## config.mk

```make
export PLATFORM = sky130hd
export DESIGN_NAME = ddbm_bus_master
export DESIGN_NICKNAME = d
export VERILOG_FILES = /design/src/ddbm_pkg.sv /design/src/ddbm_bus_master.sv /design/src/ddbm_fall_detect.sv
export VERILOG_INCLUDE_DIRS = /design/src
export SDC_FILE = /design/constraint.sdc
export NUM_CORES = 1
export LEC_CHECK = 0
export ABC_AREA = 1
export BUFFER_PORTS_ARGS = -buffer_cell sky130_fd_sc_hd__buf_2
export CORE_ASPECT_RATIO = 0.6
export CORE_UTILIZATION = 47
export DETAILED_ROUTE_END_ITERATION = 7
export PLACE_DENSITY = 0.86
export SLEW_MARGIN = 20
export SYNTH_ARGS = -nofsm -noshare
export SYNTH_HDL_FRONTEND = slang
export SYNTH_SLANG_ARGS = --single-unit
export TNS_END_PERCENT = 30
```

## constraint.sdc

```tcl
create_clock -name clk_sys -period 1.57 [get_ports clk_sys]
set_input_delay 0.0785 -clock clk_sys [delete_from_list [all_inputs] [get_ports clk_sys]]
set_output_delay 0.0785 -clock clk_sys [all_outputs]
set_load 0.02 [all_outputs]
```

## src/ddbm_regs.svh

```systemverilog
// Purpose: Register offsets, field positions and reset values for the disk bus master
// Assumes: 32-bit AXI4-Lite data, 8-bit byte address
// Notes: Definitions only
`ifndef DDBM_REGS_SVH
`define DDBM_REGS_SVH

`define DDBM_ADDR_W 8
`define DDBM_OFF_CTRL 8'h00
`define DDBM_OFF_MASK 8'h04
`define DDBM_OFF_STATUS 8'h08
`define DDBM_OFF_STATE 8'h0C

`define DDBM_CTRL_ENABLE 0
`define DDBM_CTRL_CLR_OVERRUN 1

`define DDBM_EV_DONE 0
`define DDBM_EV_OVERRUN 1
`define DDBM_EV_IGNORED 2
`define DDBM_EV_W 3

`define DDBM_ST_PENDING 0
`define DDBM_ST_OVERRUN 1
`define DDBM_ST_INHIBIT 2
`define DDBM_ST_OWNED 3
`define DDBM_ST_FSM_LO 4

`define DDBM_CTRL_RESET 32'h0000_0001
`define DDBM_MASK_RESET 32'h0000_0000
`define DDBM_RESP_OKAY 2'h0
`define DDBM_RESP_SLVERR 2'h2

`endif

```

## src/ddbm_pkg.sv

```systemverilog
// Purpose: Types shared by the disk bus master files
// Assumes: ddbm_regs.svh gives the address width
// Notes: AXI signals keep their published names
`include "ddbm_regs.svh"

package ddbm_pkg;

  typedef enum logic [2:0] {
    DDBM_IDLE,
    DDBM_ARB,
    DDBM_OWN,
    DDBM_CMD,
    DDBM_REL
  } ddbm_state_e;

  typedef struct packed {
    logic awvalid;
    logic [`DDBM_ADDR_W-1:0] awaddr;
    logic wvalid;
    logic [31:0] wdata;
    logic [3:0] wstrb;
    logic bready;
    logic arvalid;
    logic [`DDBM_ADDR_W-1:0] araddr;
    logic rready;
  } ddbm_axi_req_s;

  typedef struct packed {
    logic awready;
    logic wready;
    logic bvalid;
    logic [1:0] bresp;
    logic arready;
    logic rvalid;
    logic [31:0] rdata;
    logic [1:0] rresp;
  } ddbm_axi_rsp_s;

  typedef struct packed {
    logic busReqN;
    logic busyNOut;
    logic busyOe;
    logic memReadCmdN;
    logic memWriteCmdN;
    logic addressDriveEnableN;
  } ddbm_sysbus_s;

  typedef struct packed {
    logic transferPendingN;
    logic overrunErrorN;
    logic busOwned;
  } ddbm_chan_s;

endpackage : ddbm_pkg

```

## src/ddbm_bus_master.sv

```systemverilog
// Purpose: System bus master control for diskette memory transfers
// Assumes: Bus clock and microprogram pins synchronous to clk_sys
// Notes: Bus steps ride the bus clock falls seen by an edge detector, except the command end, which follows the acknowledge
// Functional notes
// - Own the shared bus before any memory data transfer.
// - Request pulse sets transfer latch unless write-inhibit latch set.
// - Write-inhibit latch set during verify-only operations.
// - Inhibit latch set and cleared by dedicated microprogram pulses.
// - Transfer latch sampled on next bus clock falling edge.
// - Drive active-low transfer pending while transfer incomplete.
// - New request while pending sets overrun latch and error line; the code ignores it instead while the write-inhibit latch is set.
// - Latched request starts bus cycle by driving bus request low.
// - First bus clock edge with bus free and priority in: assert busy.
// - Keep busy asserted while holding mastership.
// - On winning, enable address drivers and report bus owned.
// - Next edge after busy: write command if write select, else read.
`timescale 1ns/1ps
`default_nettype none

module ddbm_bus_master
  import ddbm_pkg::*;
(
  input wire logic clk_sys,
  input wire logic resetn,
  input wire ddbm_axi_req_s axiReq,
  output wire ddbm_axi_rsp_s axiRsp,
  output logic irq,
  input wire logic busClockN,
  input wire logic busyNIn,
  input wire logic busPrioInN,
  input wire logic xferAckN,
  output wire ddbm_sysbus_s sysBus,
  input wire logic memoryRequestPulseN,
  input wire logic setWriteInhibitPulseN,
  input wire logic clearWriteInhibitPulseN,
  input wire logic memWriteSelect,
  output wire ddbm_chan_s chan
);

  function automatic logic regHit(input logic [`DDBM_ADDR_W-1:0] addr);
    regHit = (addr == `DDBM_OFF_CTRL) || (addr == `DDBM_OFF_MASK) ||
             (addr == `DDBM_OFF_STATUS) || (addr == `DDBM_OFF_STATE);
  endfunction : regHit

  logic [3:0] fall;
  logic bclkFall, reqPulse, setInh, clrInh;

  ddbm_fall_detect #(
    .W(4)
  ) u_fall (
    .clk_sys(clk_sys),
    .resetn(resetn),
    .sigIn({clearWriteInhibitPulseN, setWriteInhibitPulseN, memoryRequestPulseN, busClockN}),
    .fall(fall)
  );

  assign bclkFall = fall[0];
  assign reqPulse = fall[1];
  assign setInh = fall[2];
  assign clrInh = fall[3];

  // Register file state
  logic ctrlEnable;
  logic [`DDBM_EV_W-1:0] irqMask;
  logic [`DDBM_EV_W-1:0] irqStatus;

  // AXI4-Lite slave state
  logic awReady, wReady, bValid, arReady, rValid;
  logic [1:0] bResp, rResp;
  logic [31:0] rData;
  logic [`DDBM_ADDR_W-1:0] awAddrQ;
  logic [31:0] wDataQ;
  logic [3:0] wStrbQ;
  logic wrGo, wrOk, rdGo, statusReadClear, clrOverrun;
  logic [31:0] next_rData;

  // Transfer latches and bus outputs
  logic writeInhibit, transferPendingN, overrunErrorN, busOwned;
  logic busReqN, busyDrive, busyNOut;
  logic memReadCmdN, memWriteCmdN, addressDriveEnableN;
  ddbm_state_e state;
  logic [`DDBM_EV_W-1:0] events;
  logic [`DDBM_EV_W-1:0] next_status;

  // Write path: address and data taken in either order, answer after both
  assign wrGo = !awReady && !wReady && !bValid;
  assign wrOk = regHit(awAddrQ);
  assign clrOverrun = wrGo && wrOk && wStrbQ[0] && (awAddrQ == `DDBM_OFF_CTRL) &&
                      wDataQ[`DDBM_CTRL_CLR_OVERRUN];

  always_ff @(posedge clk_sys or negedge resetn) begin
    if (!resetn) begin
      awReady <= 1'b1;
      awAddrQ <= '0;
    end else if (awReady && axiReq.awvalid) begin
      awReady <= 1'b0;
      awAddrQ <= axiReq.awaddr;
    end else if (bValid && axiReq.bready) begin
      awReady <= 1'b1;
    end
  end

  always_ff @(posedge clk_sys or negedge resetn) begin
    if (!resetn) begin
      wReady <= 1'b1;
      wDataQ <= '0;
      wStrbQ <= '0;
    end else if (wReady && axiReq.wvalid) begin
      wReady <= 1'b0;
      wDataQ <= axiReq.wdata;
      wStrbQ <= axiReq.wstrb;
    end else if (bValid && axiReq.bready) begin
      wReady <= 1'b1;
    end
  end

  always_ff @(posedge clk_sys or negedge resetn) begin
    if (!resetn) begin
      bValid <= 1'b0;
      bResp <= `DDBM_RESP_OKAY;
    end else if (wrGo) begin
      bValid <= 1'b1;
      bResp <= wrOk ? `DDBM_RESP_OKAY : `DDBM_RESP_SLVERR;
    end else if (bValid && axiReq.bready) begin
      bValid <= 1'b0;
    end
  end

  // Only the low byte lane carries register bits
  always_ff @(posedge clk_sys or negedge resetn) begin
    if (!resetn) begin
      ctrlEnable <= 1'(`DDBM_CTRL_RESET);
      irqMask <= `DDBM_EV_W'(`DDBM_MASK_RESET);
    end else if (wrGo && wStrbQ[0]) begin
      if (awAddrQ == `DDBM_OFF_CTRL) begin
        ctrlEnable <= wDataQ[`DDBM_CTRL_ENABLE];
      end
      if (awAddrQ == `DDBM_OFF_MASK) begin
        irqMask <= wDataQ[`DDBM_EV_W-1:0];
      end
    end
  end

  // Read path: data one cycle after the address is taken
  assign rdGo = arReady && axiReq.arvalid;
  assign statusReadClear = rdGo && (axiReq.araddr == `DDBM_OFF_STATUS);

  always_comb begin
    next_rData = '0;
    case (axiReq.araddr)
      `DDBM_OFF_CTRL: begin
        next_rData[`DDBM_CTRL_ENABLE] = ctrlEnable;
      end
      `DDBM_OFF_MASK: begin
        next_rData[`DDBM_EV_W-1:0] = irqMask;
      end
      `DDBM_OFF_STATUS: begin
        next_rData[`DDBM_EV_W-1:0] = irqStatus;
      end
      `DDBM_OFF_STATE: begin
        next_rData[`DDBM_ST_PENDING] = !transferPendingN;
        next_rData[`DDBM_ST_OVERRUN] = !overrunErrorN;
        next_rData[`DDBM_ST_INHIBIT] = writeInhibit;
        next_rData[`DDBM_ST_OWNED] = busOwned;
        next_rData[`DDBM_ST_FSM_LO +: 3] = state;
      end
      default: begin
        next_rData = '0;
      end
    endcase
  end

  always_ff @(posedge clk_sys or negedge resetn) begin
    if (!resetn) begin
      arReady <= 1'b1;
      rValid <= 1'b0;
      rData <= '0;
      rResp <= `DDBM_RESP_OKAY;
    end else if (rdGo) begin
      arReady <= 1'b0;
      rValid <= 1'b1;
      rData <= next_rData;
      rResp <= regHit(axiReq.araddr) ? `DDBM_RESP_OKAY : `DDBM_RESP_SLVERR;
    end else if (rValid && axiReq.rready) begin
      rValid <= 1'b0;
      arReady <= 1'b1;
    end
  end

  // Write-inhibit latch; a set in the same cycle as a clear wins
  always_ff @(posedge clk_sys or negedge resetn) begin
    if (!resetn) begin
      writeInhibit <= 1'b0;
    end else if (setInh) begin
      writeInhibit <= 1'b1;
    end else if (clrInh) begin
      writeInhibit <= 1'b0;
    end
  end

  // Transfer request latch, kept in its active-low pin form
  always_ff @(posedge clk_sys or negedge resetn) begin
    if (!resetn) begin
      transferPendingN <= 1'b1;
    end else if (reqPulse && !writeInhibit) begin
      transferPendingN <= 1'b0;
    end else if (state == DDBM_REL && bclkFall) begin
      transferPendingN <= 1'b1;
    end
  end

  // Overrun holds until software clears it; a new overrun beats the clear
  always_ff @(posedge clk_sys or negedge resetn) begin
    if (!resetn) begin
      overrunErrorN <= 1'b1;
    end else if (reqPulse && !writeInhibit && !transferPendingN) begin
      overrunErrorN <= 1'b0;
    end else if (clrOverrun) begin
      overrunErrorN <= 1'b1;
    end
  end

  // Bus sequencer, stepping on bus clock falling edges except the command end, which steps on the acknowledge
  always_ff @(posedge clk_sys or negedge resetn) begin
    if (!resetn) begin
      state <= DDBM_IDLE;
      busReqN <= 1'b1;
      busyDrive <= 1'b0;
      busyNOut <= 1'b1;
      addressDriveEnableN <= 1'b1;
      busOwned <= 1'b0;
      memReadCmdN <= 1'b1;
      memWriteCmdN <= 1'b1;
    end else begin
      case (state)
        DDBM_IDLE: begin
          // Disabled channel leaves the request pending, not lost
          if (bclkFall && !transferPendingN && ctrlEnable) begin
            state <= DDBM_ARB;
            busReqN <= 1'b0;
          end
        end
        DDBM_ARB: begin
          if (bclkFall && busyNIn && !busPrioInN) begin
            state <= DDBM_OWN;
            busyDrive <= 1'b1;
            busyNOut <= 1'b0;
            addressDriveEnableN <= 1'b0;
            busOwned <= 1'b1;
          end
        end
        DDBM_OWN: begin
          if (bclkFall) begin
            state <= DDBM_CMD;
            memWriteCmdN <= !memWriteSelect;
            memReadCmdN <= memWriteSelect;
          end
        end
        DDBM_CMD: begin
          if (!xferAckN) begin
            state <= DDBM_REL;
            memReadCmdN <= 1'b1;
            memWriteCmdN <= 1'b1;
          end
        end
        DDBM_REL: begin
          // Busy held to the next bus clock edge so the command release settles first
          if (bclkFall) begin
            state <= DDBM_IDLE;
            busReqN <= 1'b1;
            busyDrive <= 1'b0;
            busyNOut <= 1'b1;
            addressDriveEnableN <= 1'b1;
            busOwned <= 1'b0;
          end
        end
        default: begin
          state <= DDBM_IDLE;
        end
      endcase
    end
  end

  // Sticky status cleared by a read; events in the read cycle survive
  always_comb begin
    events = '0;
    events[`DDBM_EV_DONE] = (state == DDBM_REL) && bclkFall;
    events[`DDBM_EV_OVERRUN] = reqPulse && !writeInhibit && !transferPendingN;
    events[`DDBM_EV_IGNORED] = reqPulse && writeInhibit;
    next_status = (statusReadClear ? '0 : irqStatus) | events;
  end

  always_ff @(posedge clk_sys or negedge resetn) begin
    if (!resetn) begin
      irqStatus <= '0;
    end else begin
      irqStatus <= next_status;
    end
  end

  always_ff @(posedge clk_sys or negedge resetn) begin
    if (!resetn) begin
      irq <= 1'b0;
    end else begin
      irq <= |(next_status & irqMask);
    end
  end

  assign axiRsp.awready = awReady;
  assign axiRsp.wready = wReady;
  assign axiRsp.bvalid = bValid;
  assign axiRsp.bresp = bResp;
  assign axiRsp.arready = arReady;
  assign axiRsp.rvalid = rValid;
  assign axiRsp.rdata = rData;
  assign axiRsp.rresp = rResp;

  assign sysBus.busReqN = busReqN;
  assign sysBus.busyNOut = busyNOut;
  assign sysBus.busyOe = busyDrive;
  assign sysBus.memReadCmdN = memReadCmdN;
  assign sysBus.memWriteCmdN = memWriteCmdN;
  assign sysBus.addressDriveEnableN = addressDriveEnableN;

  assign chan.transferPendingN = transferPendingN;
  assign chan.overrunErrorN = overrunErrorN;
  assign chan.busOwned = busOwned;

endmodule : ddbm_bus_master

`default_nettype wire

```

## src/ddbm_fall_detect.sv

```systemverilog
// Purpose: Falling-edge pulses for a group of active-low inputs
// Assumes: Inputs synchronous to clk_sys
// Notes: Idle level is high, so reset preloads ones
`timescale 1ns/1ps
`default_nettype none

module ddbm_fall_detect #(
  parameter int W = 4
) (
  input wire logic clk_sys,
  input wire logic resetn,
  input wire logic [W-1:0] sigIn,
  output logic [W-1:0] fall
);

  logic [W-1:0] prev;

  always_ff @(posedge clk_sys or negedge resetn) begin
    if (!resetn) begin
      prev <= '1;
      fall <= '0;
    end else begin
      prev <= sigIn;
      fall <= prev & ~sigIn;
    end
  end

endmodule : ddbm_fall_detect

`default_nettype wire

```

# Yosys cells after proc, flatten, opt, wreduce, memory -nomap -nowiden
# Cells that the tools add are included.
# word_totals
regBits	55
inputBits	67
out_inout_bits	51
elab_cells	140
# op_classes
eq_ne	15
mux	40
n_bitwise	4
n_reduce_logical	55
# ops
operator	count
$eq A8 B4 Y1 const B	4
$mux W1	23
$logic_and A1 B1 Y1	21
$reduce_bool A2 Y1	10
$mux W3	6
$eq A8 B3 Y1 const B	2
$logic_not A8 Y1	2
$pmux W3 S5	1
$pmux W1 S2	5
$reduce_and A3 Y1	3
$logic_not A1 Y1	8
$eq A3 B2 Y1 const B	2
$logic_or A1 B1 Y1	6
$ne A2 B2 Y1 const B	3
$pmux W2 S3	1
$reduce_and A5 Y1	1
$and A4 B4 Y4	1
$mux W2	2
$mux W4	1
$ne A2 B1 Y1 const B	2
$not A4 Y4	1
$pmux W1 S4	1
$reduce_and A2 Y1	2
$and A3 B3 Y3	1
5 further kinds	5

# Longest topological paths before layout
# Gate-level depths: netlist of the first run.
# logic_depth
word_depth	10
depth_mapped	8
ltp_nobuf	8

# Hierarchy
# From an unflattened synthesis of the first run, not the netlist that was laid out.
# unflattened
hier_cells	298
hier_area_um2	2657.5
# modules_own_cells
module	n_inst	cells_per_inst	area_each_um2	seq_area_each_um2
ddbm_bus_master	1	282	2412.3	1138.6
ddbm_fall_detect	1	16	245.2	205.2

# Least setup slack after synthesis of the first run
# No wires, ideal clock.
# synth_path
path_kind	flip-flop to flip-flop
from	reg arReady
to	reg irq
setup_time_ps	124
arrival_ps	1091
required_ps	1446
slack_ps	355
stages_incl_launch_ff	8
n_path_buf	0
period_less_slack_ps	1215
path_cell_list	dfstp_2 -> nand2_2 -> inv_2 -> nand3_2 -> nand2_1 -> nand2_2 -> nand2_1 -> nand3_1
# synth_between
elab_chain_cells	6
# synth_rtl
item	line	source
from (decl)	ddbm_bus_master.sv:68	logic awReady, wReady, bValid, arReady, rValid;
from (signal assigned)	ddbm_bus_master.sv:175	arReady <= 1'b1;
from (signal assigned)	ddbm_bus_master.sv:180	arReady <= 1'b0;
from (signal assigned)	ddbm_bus_master.sv:186	arReady <= 1'b1;
$logic_and A1 B1 Y1	ddbm_bus_master.sv:145	assign rdGo = arReady && axiReq.arvalid;
$logic_and A1 B1 Y1	ddbm_bus_master.sv:146	assign statusReadClear = rdGo && (axiReq.araddr == `DDBM_OFF_STATUS);
$mux W3	ddbm_bus_master.sv:290	next_status = (statusReadClear ? '0 : irqStatus) | events;
$or A3 B3 Y3	ddbm_bus_master.sv:290	
net next_status[0]	ddbm_bus_master.sv:83	logic [`DDBM_EV_W-1:0] next_status;
$and A3 B3 Y3	ddbm_bus_master.sv:305	irq <= |(next_status & irqMask);
$reduce_or A3 Y1	ddbm_bus_master.sv:305	
to (signal assigned)	ddbm_bus_master.sv:305	
to (decl)	ddbm_bus_master.sv:27	output logic irq,
# The timed path passes the listed nets, and every way through them passes these cells.
# A chain may end at the register's enable or synchronous reset.

# Worst setup path after layout of the first run
# layout_path
from	reg state[1]
to	reg busyDrive
# layout_between
elab_chain_cells	3
word_cells_on_any_way	7
cone_classes	4 x eq/ne; 1 x mux; 2 x reduce/logical
# layout_rtl
item	line	source
from (decl)	ddbm_bus_master.sv:81	ddbm_state_e state;
from (signal assigned)	ddbm_bus_master.sv:226	state <= DDBM_IDLE;
from (signal assigned)	ddbm_bus_master.sv:239	state <= DDBM_ARB;
from (signal assigned)	ddbm_bus_master.sv:245	state <= DDBM_OWN;
$eq A3 B3 Y1 or $eq A3 B1 Y1 (tied branches)	ddbm_bus_master.sv:235	case (state)
$ne A2 B1 Y1 (no source line), or another cell as far along	n/a	
$reduce_and A3 Y1 (no source line)	n/a	
to (signal assigned)	ddbm_bus_master.sv:228	busyDrive <= 1'b0;
to (signal assigned)	ddbm_bus_master.sv:246	busyDrive <= 1'b1;
to (signal assigned)	ddbm_bus_master.sv:271	busyDrive <= 1'b0;
to (decl)	ddbm_bus_master.sv:79	logic busReqN, busyDrive, busyNOut;
# Several ways; a longest one is shown, not always the timed one.

==> qor.yml, run 1 <==
clock_tree:
  cts_setup_buffers: 0
  cts_buffers: 5
  cts.sinks: 53
  hold_buffers: 15
  clock_latency_ns: 0.31
  cts_tree: "yes"
  cts_max_level: 2
  clock_path_buffers: 2
  postCtsResizedCells: 0
  cts_root_buf: "clkbuf_8"
  clk_pin_slew_ns: 0.10
power_and_ir_drop:
  powerDensity_nw_per_um2: 1401
  pwr-share-seq_pct: 47.8
  p_int_mw: 2.657
  power_frac_comb_pct: 33.6
  p_leak_nw: 1.637
  swShare_pct: 38.52
  netSwitchingPower_mw: 1.665
  p_total_mw: 4.322
  clkPwrFrac_pct: 18.6
  peakVddDrop_mv: 0.7426
placement:
  postPlaceCellArea_sq_um: 2841
  gp_congestion: 0.8751
  dpl.cell_count: 404
  io_buffers: 58
  dp_hpwl_mm: 3.830
cells_and_area:
  drive_above_1_share_pct: 31.86
  design_area_sq_um: 3085
  diodes: 0
  fin_nets: 427
  regArea_sq_um: 1344
  fillerInstances: 453
  final_cells: 427
  multi_input_comb_area_sq_um: 939.7
  area_growth_pct: 16.21
critical_path:
  start_kind: "flip-flop"
  crit_type: "flip-flop to flip-flop"
  cp_data_required_time_ns: 1.76
  crit_arrival_ns: 1.52
  end_kind: "flip-flop"
  crit_fanout: 5
synth:
  syn-instance-count: 293
  yosys-top-cells-count: "nand2_1 (55), buf_4 (41), dfrtp_1 (39), inv_1 (35), nand3_1 (22)"
  ys_types: 29
  synth.largest_area_cell: "dfrtp_1"
  synthArstFlopShare_pct: 100.0
  synth_edf_count: 0
  synth-seq-area-share_pct: 50.61
  ys_warn_count: 0
  synth_area_sq_um: 2655
  synth_flop_cell: "dfrtp_1"
  synthTopCellsByArea: "dfrtp_1 (37%), dfstp_2 (14%), buf_4 (12%), nand2_1 (7.8%), inv_1 (4.9%)"
  ys_ff_latch: 53
  yosysTopAreaCellShare_pct: 36.76
  synth_most_common_cell: "nand2_1"
  syn_avg_cell_area_sq_um: 9.062
die:
  die_w_um: 99.03
  ioPinCount: 118
  coreArea_sq_um: 5255
  die_h_um: 60.22
  dieArea_sq_um: 5964
  std_cell_rows: 20
  start_util_pct: 50.52
drt:
  drc_errors: 0
  viasPerCell: 4.665
  num_vias: 1992
  ant_nets: 0
  dr.first_iter.drc_count: 64
  dr.pass1.iters: 4
  totalWireLength_mm: 5.120
  wl_per_cell_um: 11.99
timing:
  fmax_ghz: 0.7482
  setup_viol: 0
  drv_slew: 0
  rsz0062_at_grt: "false"
  worst_hold_slack_ns: 0.01492
  hold_violations: 0
  clock_skew_ns: 0.008170
  period_needed_ns: 1.337
  period_share_pct: 85.13
  tns_ns: 0
global_route:
  grt_pass1_vias: 1839
  antenna_found_initial: 0
  grt_max_degree: 54
  grt_overflow_total: 0
  met2_usage_pct: 32.17
  grt_pass1_wl_mm: 8.590
  met1_usage_pct: 25.62
  grtUsageTotal_pct: 19.46
  grt_busiest_layer: "met2"
  grtUsageMet3_pct: 3.860
min_path:
  holdCritPathClass: "input pin to flip-flop"
job:
  cap_violations: 0
status:
  status: "complete, no violations"
registers in the layout (all words and copies together), names as in the netlist, 3 cells and up:
name and flops:
irqMask 3, state 3, irqStatus 3, rData 7, u_fall.prev 4, awAddrQ 8
wDataQ 3, u_fall.fall 4
worst max-delay path, cell delays in order, from the launching register on:
cell and delay, ns:
dfrtp_1 0.47, nor3_2 0.29, o21ai_1 0.18, o21ai_0 0.16
a21oi_1 0.11
per-stage QoR:
stage,setup WS [ns],util [%]
6_report,0.2335,58.71
5_1_grt,0.1306,58.71
4_1_cts,0.2581,58.71
3_5_place_dp,0.2746,54.07
3_3_place_gp,0.3118,54.07
2_1_floorplan,0.3551,-
final timing paths:
kind                       cells past startpoint           start  slack, ns            to
min reg2reg                                    1  u_fall.fall[3]       0.44  writeInhibit
max                                            4        state[1]       0.23     busyDrive
min                                            3      axiReq[16]       0.01     wDataQ[1]
min in group asynchronous                      3          resetn       0.28    awAddrQ[7]
max reg2reg                                    4        state[1]       0.23     busyDrive
max in group asynchronous                      3          resetn       1.00       arReady
power groups by stage:
stage	logic, mW	registers [mW]	clock network [mW]
after floorplan	1.22	2.05	0
after global placement	1.36	2.07	0
after detailed placement	1.42	2.09	0
after CTS	1.45	2.06	0.830
after global routing	1.63	2.13	0.892
final	1.45	2.07	0.805
cells in the final DEF (no fill, tap or decap), types with 2 or more instances in the layout:
cell type,n
nor2_1,21
nand2_1,55
nor3_2,2
buf_4,2
nand3_1,22
dlygate4sd3_1,15
nand3_2,2
o21ai_1,6
mux2_2,8
inv_2,5
conb_1,27
dfstp_2,14
dfrtp_1,39
clkbuf_8,5
a21oi_1,7
nor2_4,3
nand2_2,8
nor2_2,2
nand4_1,2
inv_1,35
inv_6,2
o21ai_0,10
buf_2,58
kinds of logic (layout without fill, tap and decap cells):
group | after synthesis | in the layout | share of synthesized area (%)
AOI/OAI and AO/OA | 28 | 28 | 5.750
other | 1 | 27 | 0.1412
and+or+nand+nor | 121 | 121 | 22.43
buffers and inverters | 82 | 124 | 17.67
DFF | 53 | 53 | 50.61
muxes | 8 | 8 | 3.393
layer usage:
layer	part of all wire (%)	routed length (um)	up-vias
met5	0	0	-
met4	1.0	52	0
met3	4.9	250	4
met2	48	2465	67
met1	46	2351	929
li1	-	-	992
final cells by class:
cell class / instances / area share [%]
flip-flops and latches: 53 / 43.55
multi-input cells: 184 / 30.45
clock inverters: 3 / 0.8110
inverters: 40 / 4.866
repair buffers: 76 / 15.41
clock buffers: 5 / 2.230
well taps: 66 / 2.676
(Power assumes the default switching activity.)
==> run 2: changes to the inputs <==
--- a/config.mk
+++ b/config.mk
@@ -11,6 +11,7 @@
 export CORE_ASPECT_RATIO = 0.6
 export CORE_UTILIZATION = 47
 export DETAILED_ROUTE_END_ITERATION = 7
+export MAX_ROUTING_LAYER = met4
 export PLACE_DENSITY = 0.86
 export SLEW_MARGIN = 20
 export SYNTH_ARGS = -nofsm -noshare
==> qor.yml, run 2 (synthesis results as in run 1) <==
status:
  status: "complete, no violations"
cells_and_area:
  fillerInstances: 453  # unchanged
  post-route-util_pct: 58.71  # unchanged
  largestRegisters: "awAddrQ: 8 flops, rData: 7 flops"
  regMostFlops: "awAddrQ"
  drive_above_1_share_pct: 31.86  # unchanged
  final_cell_mix: "buf_2 (58), nand2_1 (55), dfrtp_1 (39), inv_1 (35), conb_1 (27)"
  largest_register_ffs: 8  # unchanged
  final_common_cell: "buf_2"
  fin_nets: 427  # unchanged
  diodes: 0  # unchanged
  area_growth_pct: 16.21  # unchanged
job:
  cap_violations: 0  # unchanged
power_and_ir_drop:
  p_total_mw: 4.322  # about the same
  netSwitchingPower_mw: 1.665  # about the same
  powerDensity_nw_per_um2: 1401  # about the same
  clkPwrFrac_pct: 18.7  # about the same
  pwr-share-seq_pct: 47.8  # about the same
  swShare_pct: 38.52  # about the same
  p_int_mw: 2.657  # about the same
  power_frac_comb_pct: 33.6  # about the same
  p_leak_nw: 1.637  # unchanged
  peakVddDrop_mv: 0.7426  # about the same
drt:
  dr.pass1.iters: 5  # +1
  dr.first_iter.drc_count: 64  # unchanged
  num_vias: 2002  # +0.50%
  drc_errors: 0  # unchanged
  totalWireLength_mm: 5.114  # -0.12%
  ant_nets: 0  # unchanged
  wl_per_cell_um: 11.98  # -0.12%
  viasPerCell: 4.689  # +0.50%
critical_path:
  crit_arrival_ns: 1.52  # about the same
  crit_type: "flip-flop to flip-flop"
  end_kind: "flip-flop"
  crit_fanout: 5  # unchanged
  start_kind: "flip-flop"
  cp_data_required_time_ns: 1.76  # about the same
  r2r_cells: 4  # unchanged
global_route:
  grt_max_degree: 54  # unchanged
  antenna_found_initial: 0  # unchanged
  grt_pass1_vias: 1840  # +0.054%
  grt_overflow_total: 0  # unchanged
  grtUsageTotal_pct: 20.08  # +0.62 points
  grt_pass1_wl_mm: 8.590  # unchanged
die:
  ioPinCount: 118  # unchanged
  std_cell_rows: 20  # unchanged
  die_w_um: 99.03  # unchanged
  coreArea_sq_um: 5255  # unchanged
  dieArea_sq_um: 5964  # unchanged
  die_h_um: 60.22  # unchanged
  start_util_pct: 50.52  # unchanged
min_path:
  hold_path_depth: 3  # unchanged
  holdCritPathClass: "input pin to flip-flop"
clock_tree:
  cts_buffers: 5  # unchanged
  cts_tree: "yes"
  clk_pin_slew_ns: 0.10  # about the same
  cts.sinks: 53  # unchanged
  clock_latency_ns: 0.32  # about the same
  cts_max_level: 2  # unchanged
  clock_path_buffers: 2  # unchanged
  cts_root_buf: "clkbuf_8"
timing:
  tns_ns: 0  # unchanged
  fmax_ghz: 0.7511  # +0.39%
  hold_violations: 0  # unchanged
  clock_skew_ns: 0.008249  # +0.00007855 ns
  period_needed_ns: 1.331  # -0.005128 ns
  setup_viol: 0  # unchanged
  period_share_pct: 84.80  # -0.33 points
  setup_ws_ns: 0.2386  # +0.005128 ns
  rsz0062_at_grt: "false"
  drv_slew: 0  # unchanged
placement:
  place_ws_ns: 0.2746  # unchanged
  dp_hpwl_mm: 3.830  # unchanged
  io_buffers: 58  # unchanged
  gp_congestion: 0.8894  # +1.6%
[run 2: cell counts in the layout (fill, tap and decap cells not counted)]
No cell type changed its count.
[run 2: metal layers]
metal / routed length, um / global-route usage [%] / up-vias / share of wire (%)
li1: - / - / 991 / -
met1: 2314 / 25.62 / 935 / 45
met2: 2463 / 32.17 / 70 / 48
met3: 277 / 3.860 / 6 / 5.4
met4: 60 / 8.102 / 0 / 1.2
met5: 0 / - / - / 0
[run 2: metrics by stage]
step,std cells,instance area [sq um],hold WS (ns)
6_report,427,3085,0.01281
5_1_grt,427,3085,0.03904
3_3_place_gp,404,2841,0.09161
4_1_cts,427,3085,0.01078
2_1_floorplan,319,2753,-0.2171
3_5_place_dp,404,2841,0.09871
[run 2: power groups by stage]
stage / sequential [mW] / combinational, mW / clock [mW]
final: 2.06 / 1.45 / 0.806
after global routing: 2.13 / 1.63 / 0.892
after floorplan: 2.05 / 1.22 / 0
after detailed placement: 2.09 / 1.42 / 0
after global placement: 2.07 / 1.36 / 0
after CTS: 2.06 / 1.45 / 0.830
[run 2: final cells by class]
type                            count  area, sq um  area share [%]
Multi-Input combinational cell    184        939.7           30.45
Inverter                           40        150.1           4.866
Clock buffer                        5        68.82           2.230
Sequential cell                    53         1344           43.55
Timing Repair Buffer               76        475.5           15.41
Tap cell                           66        82.58           2.676
Clock inverter                      3        25.02          0.8110
[run 2: worst max-delay path: stages (launching register included)]
cell and delay, ns:
dfrtp_1 0.47, nor3_2 0.29, o21ai_1 0.18, o21ai_0 0.16, a21oi_1 0.11
[run 2: path summary, 6_finish.rpt]
check                          startpoint      endpoint  slack [ns]
hold / removal                 axiReq[16]     wDataQ[1]        0.01
max in group asynchronous          resetn       arReady        1.00
min in group asynchronous          resetn    awAddrQ[7]        0.27
hold reg to reg            u_fall.fall[3]  writeInhibit        0.44
setup / recovery                 state[1]     busyDrive        0.24
setup reg to reg                 state[1]     busyDrive        0.24
[run 2: repair_timing]
item	CTS	global route
endpoints found under the hold margin	57	0
hold buffers	15	0
buffers inserted	0	0
resized for setup	0	0
==> run 3: changes to the inputs <==
--- a/config.mk
+++ b/config.mk
@@ -6,13 +6,13 @@
 export SDC_FILE = /design/constraint.sdc
 export NUM_CORES = 1
 export LEC_CHECK = 0
-export ABC_AREA = 1
+export ABC_AREA = 0
 export BUFFER_PORTS_ARGS = -buffer_cell sky130_fd_sc_hd__buf_2
 export CORE_ASPECT_RATIO = 0.6
-export CORE_UTILIZATION = 47
+export CORE_UTILIZATION = 42
 export DETAILED_ROUTE_END_ITERATION = 7
 export MAX_ROUTING_LAYER = met4
-export PLACE_DENSITY = 0.86
+export PLACE_DENSITY = 0.82
 export SLEW_MARGIN = 20
 export SYNTH_ARGS = -nofsm -noshare
 export SYNTH_HDL_FRONTEND = slang
==> constraint.sdc (replaced) <==
create_clock -name clk_sys -period 1.15 [get_ports clk_sys]
set_input_delay 0.0575 -clock clk_sys [delete_from_list [all_inputs] [get_ports clk_sys]]
set_output_delay 0.0575 -clock clk_sys [all_outputs]
set_load 0.02 [all_outputs]
==> qor.yml, run 3 <==
status:
  status: "finished, violations left"
  violations: "setup timing"
placement:
  dpl.cell_count: 359  # -11%
  place_ws_ns: -0.5535  # -0.8281 ns
  io_buffers: 58  # unchanged
  dp_hpwl_mm: 3.570  # -6.8%
  gp_congestion: 0.9234  # +3.8%
drt:
  wl_per_cell_um: 12.99  # +8.5%
  dr.first_iter.drc_count: 51  # -20%
  totalWireLength_mm: 5.042  # -1.4%
  dr.pass1.iters: 5  # unchanged
  ant_nets: 0  # unchanged
  viasPerCell: 4.642  # -1.0%
  drc_errors: 0  # unchanged
  num_vias: 1801  # -10%
synth:
  ys_types: 41  # +41%
  synth_area_sq_um: 2500  # -5.8%
  synth-seq-area-share_pct: 53.75  # +3.1 points
  synthTopCellsByArea: "dfrtp_1 (39%), dfstp_2 (15%), buf_4 (12%), mux2_2 (5.9%), nand2_1 (3.0%)"
  synth_edf_count: 0  # unchanged
  syn-instance-count: 217  # -26%
  ys_warn_count: 0  # unchanged
  synth_most_common_cell: "buf_4"
  synth_flop_cell: "dfrtp_1"
  synth.largest_area_cell: "dfrtp_1"
  yosys-top-cells-count: "buf_4 (41), dfrtp_1 (39), nand2_1 (20), dfstp_2 (14), mux2_2 (13)"
  ys_ff_latch: 53  # unchanged
  yosysTopAreaCellShare_pct: 39.04  # +2.3 points
  syn_avg_cell_area_sq_um: 11.52  # +27%
  synthArstFlopShare_pct: 100.0  # unchanged
die:
  std_cell_rows: 21  # +5.0%
  die_w_um: 101.6  # +2.6%
  start_util_pct: 44.25  # -6.3 points
  dieArea_sq_um: 6275  # +5.2%
  die_h_um: 61.76  # +2.6%
  ioPinCount: 118  # unchanged
  coreArea_sq_um: 5649  # +7.5%
clock_tree:
  cts_buffers: 5  # unchanged
  cts_tree: "yes"
  cts_root_buf: "clkbuf_8"
  clock_latency_ns: 0.31  # about the same
  cts_max_level: 2  # unchanged
  cts.sinks: 53  # unchanged
  clock_path_buffers: 2  # unchanged
  clk_pin_slew_ns: 0.10  # about the same
critical_path:
  crit_type: "flip-flop to flip-flop"
  crit_arrival_ns: 1.93  # +0.41 ns
  crit_buf_inv: 0  # unchanged
  cp_data_required_time_ns: 1.34  # -0.42 ns
  crit_slowest_cell: "or4_4"
  start_kind: "flip-flop"
  end_kind: "flip-flop"
  worstPathCellList: "or4_4 -> nor3_4 -> nand4_2 -> mux2_1"
  max_stage_delay_ns: 0.55  # +0.08 ns
  critPathTopFamily: "simple AND/OR/NAND/NOR gates"
  crit_fanout: 3  # -2
power_and_ir_drop:
  power_frac_comb_pct: 30.8  # -2.8 points
  peakVddDrop_mv: 0.9324  # +26%
  pwr-share-seq_pct: 49.8  # +2.0 points
  netSwitchingPower_mw: 1.696  # +1.8%
  clkPwrFrac_pct: 19.4  # +0.7 points
  swShare_pct: 32.04  # -6.5 points
  powerDensity_nw_per_um2: 1620  # +16%
  p_int_mw: 3.596  # +35%
  p_leak_nw: 1.607  # -1.9%
cells_and_area:
  post-route-util_pct: 57.81  # -0.91 points
  diodes: 0  # unchanged
  final_cells: 388  # -9.1%
  fin_nets: 375  # -12%
  final_cell_mix: "buf_2 (54), dfrtp_1 (38), conb_1 (27), dlygate4sd3_1 (21), buf_4 (20)"
  regMostFlops: "awAddrQ"
  largest_register_ffs: 8  # unchanged
  largestRegisters: "awAddrQ: 8 flops, rData: 7 flops"
  area_growth_pct: 30.63
  drive_above_1_share_pct: 45.45  # +14 points
  final_common_cell: "buf_2"
global_route:
  grt_overflow_total: 0  # unchanged
  grtUsageTotal_pct: 17.49  # -2.6 points
  antenna_found_initial: 0  # unchanged
  grt_pass1_vias: 1671  # -9.2%
  grt_max_degree: 54  # unchanged
  grt_pass1_wl_mm: 7.783  # -9.4%
job:
  cap_violations: 0  # unchanged
timing:
  drv_slew: 0  # unchanged
  clock_skew_ns: 0.008265  # +0.00001682 ns
  setup_ws_ns: -0.5888  # -0.8274 ns
  period_needed_ns: 1.739  # +0.4074 ns
  period_share_pct: 151.2  # +66 points
  setup_viol: 12  # +12
  worst_hold_slack_ns: 0.04430  # +0.03149 ns
  rsz0062_at_grt: "true"
  fmax_ghz: 0.5751  # -23%
  hold_violations: 0  # unchanged
min_path:
  holdCritPathClass: "input pin to flip-flop"
## run 3: kinds of logic after synthesis
family,share of synthesized area (%)
AOI/OAI and AO/OA,9.310
other,0.1500
DFF,53.75
buffers and inverters,14.26
muxes,10.16
and+or+nand+nor,12.36
## run 3: stage by stage
step           total power [mW]  area [sq um]  TNS (ns)
6_report                  5.291          3266    -3.288
2_1_floorplan             3.702          2624    -2.690
3_3_place_gp              4.046          2861    -5.297
3_5_place_dp              4.109          2861    -6.030
5_1_grt                   5.594          3266    -3.995
4_1_cts                   5.284          3221    -3.392
## run 3: worst paths after layout
path,from,end,slack [ns],cells past startpoint
hold / removal,axiReq[10],bValid,0.04,3
setup reg to reg,awAddrQ[5],irqMask[2],-0.59,4
setup / recovery,awAddrQ[5],irqMask[2],-0.59,4
min in group asynchronous,resetn,busyDrive,0.27,3
max in group asynchronous,resetn,transferPendingN,0.57,3
hold reg to reg,u_fall.fall[3],writeInhibit,0.42,1
## run 3: layer usage
metal	GRT usage, %	vias to the layer above	share of wire [%]
li1	-	856	-
met1	23.31	873	47
met2	26.54	67	46
met3	4.698	5	6.0
met4	5.176	0	0.71
met5	-	-	0
## run 3: layout make-up
| cell class | instances | area, sq um |
|---|---|---|
| flip-flops and latches | 53 | 1345 |
| clock buffers | 5 | 68.82 |
| clock inverters | 2 | 16.27 |
| well taps | 80 | 100.1 |
| inverters | 9 | 33.78 |
| fillers | 500 | 2384 |
| multi-input cells | 136 | 972.2 |
| repair buffers | 103 | 729.5 |
## run 3: power by group through the flow
stage	sequential, mW	combinational, mW	clock [mW]
5_1_grt	2.68	1.79	1.12
6_report	2.64	1.63	1.02
4_1_cts	2.62	1.60	1.06
3_3_place_gp	2.62	1.43	0
2_1_floorplan	2.63	1.07	0
3_5_place_dp	2.65	1.46	0
## run 3: worst register-to-register path, cell delays in order (launching register included)
cell	delay, ns
dfrtp_1	0.39
or4_4	0.55
nor3_4	0.18
nand4_2	0.15
mux2_1	0.35
## run 3: what timing repair did
item,4_1_cts,5_1_grt
buffers inserted,0,1
endpoints found under the setup margin,30,31
endpoints found under the hold margin,75,0
hold buffers,21,0
pin swaps,4,5
resized for setup,21,10
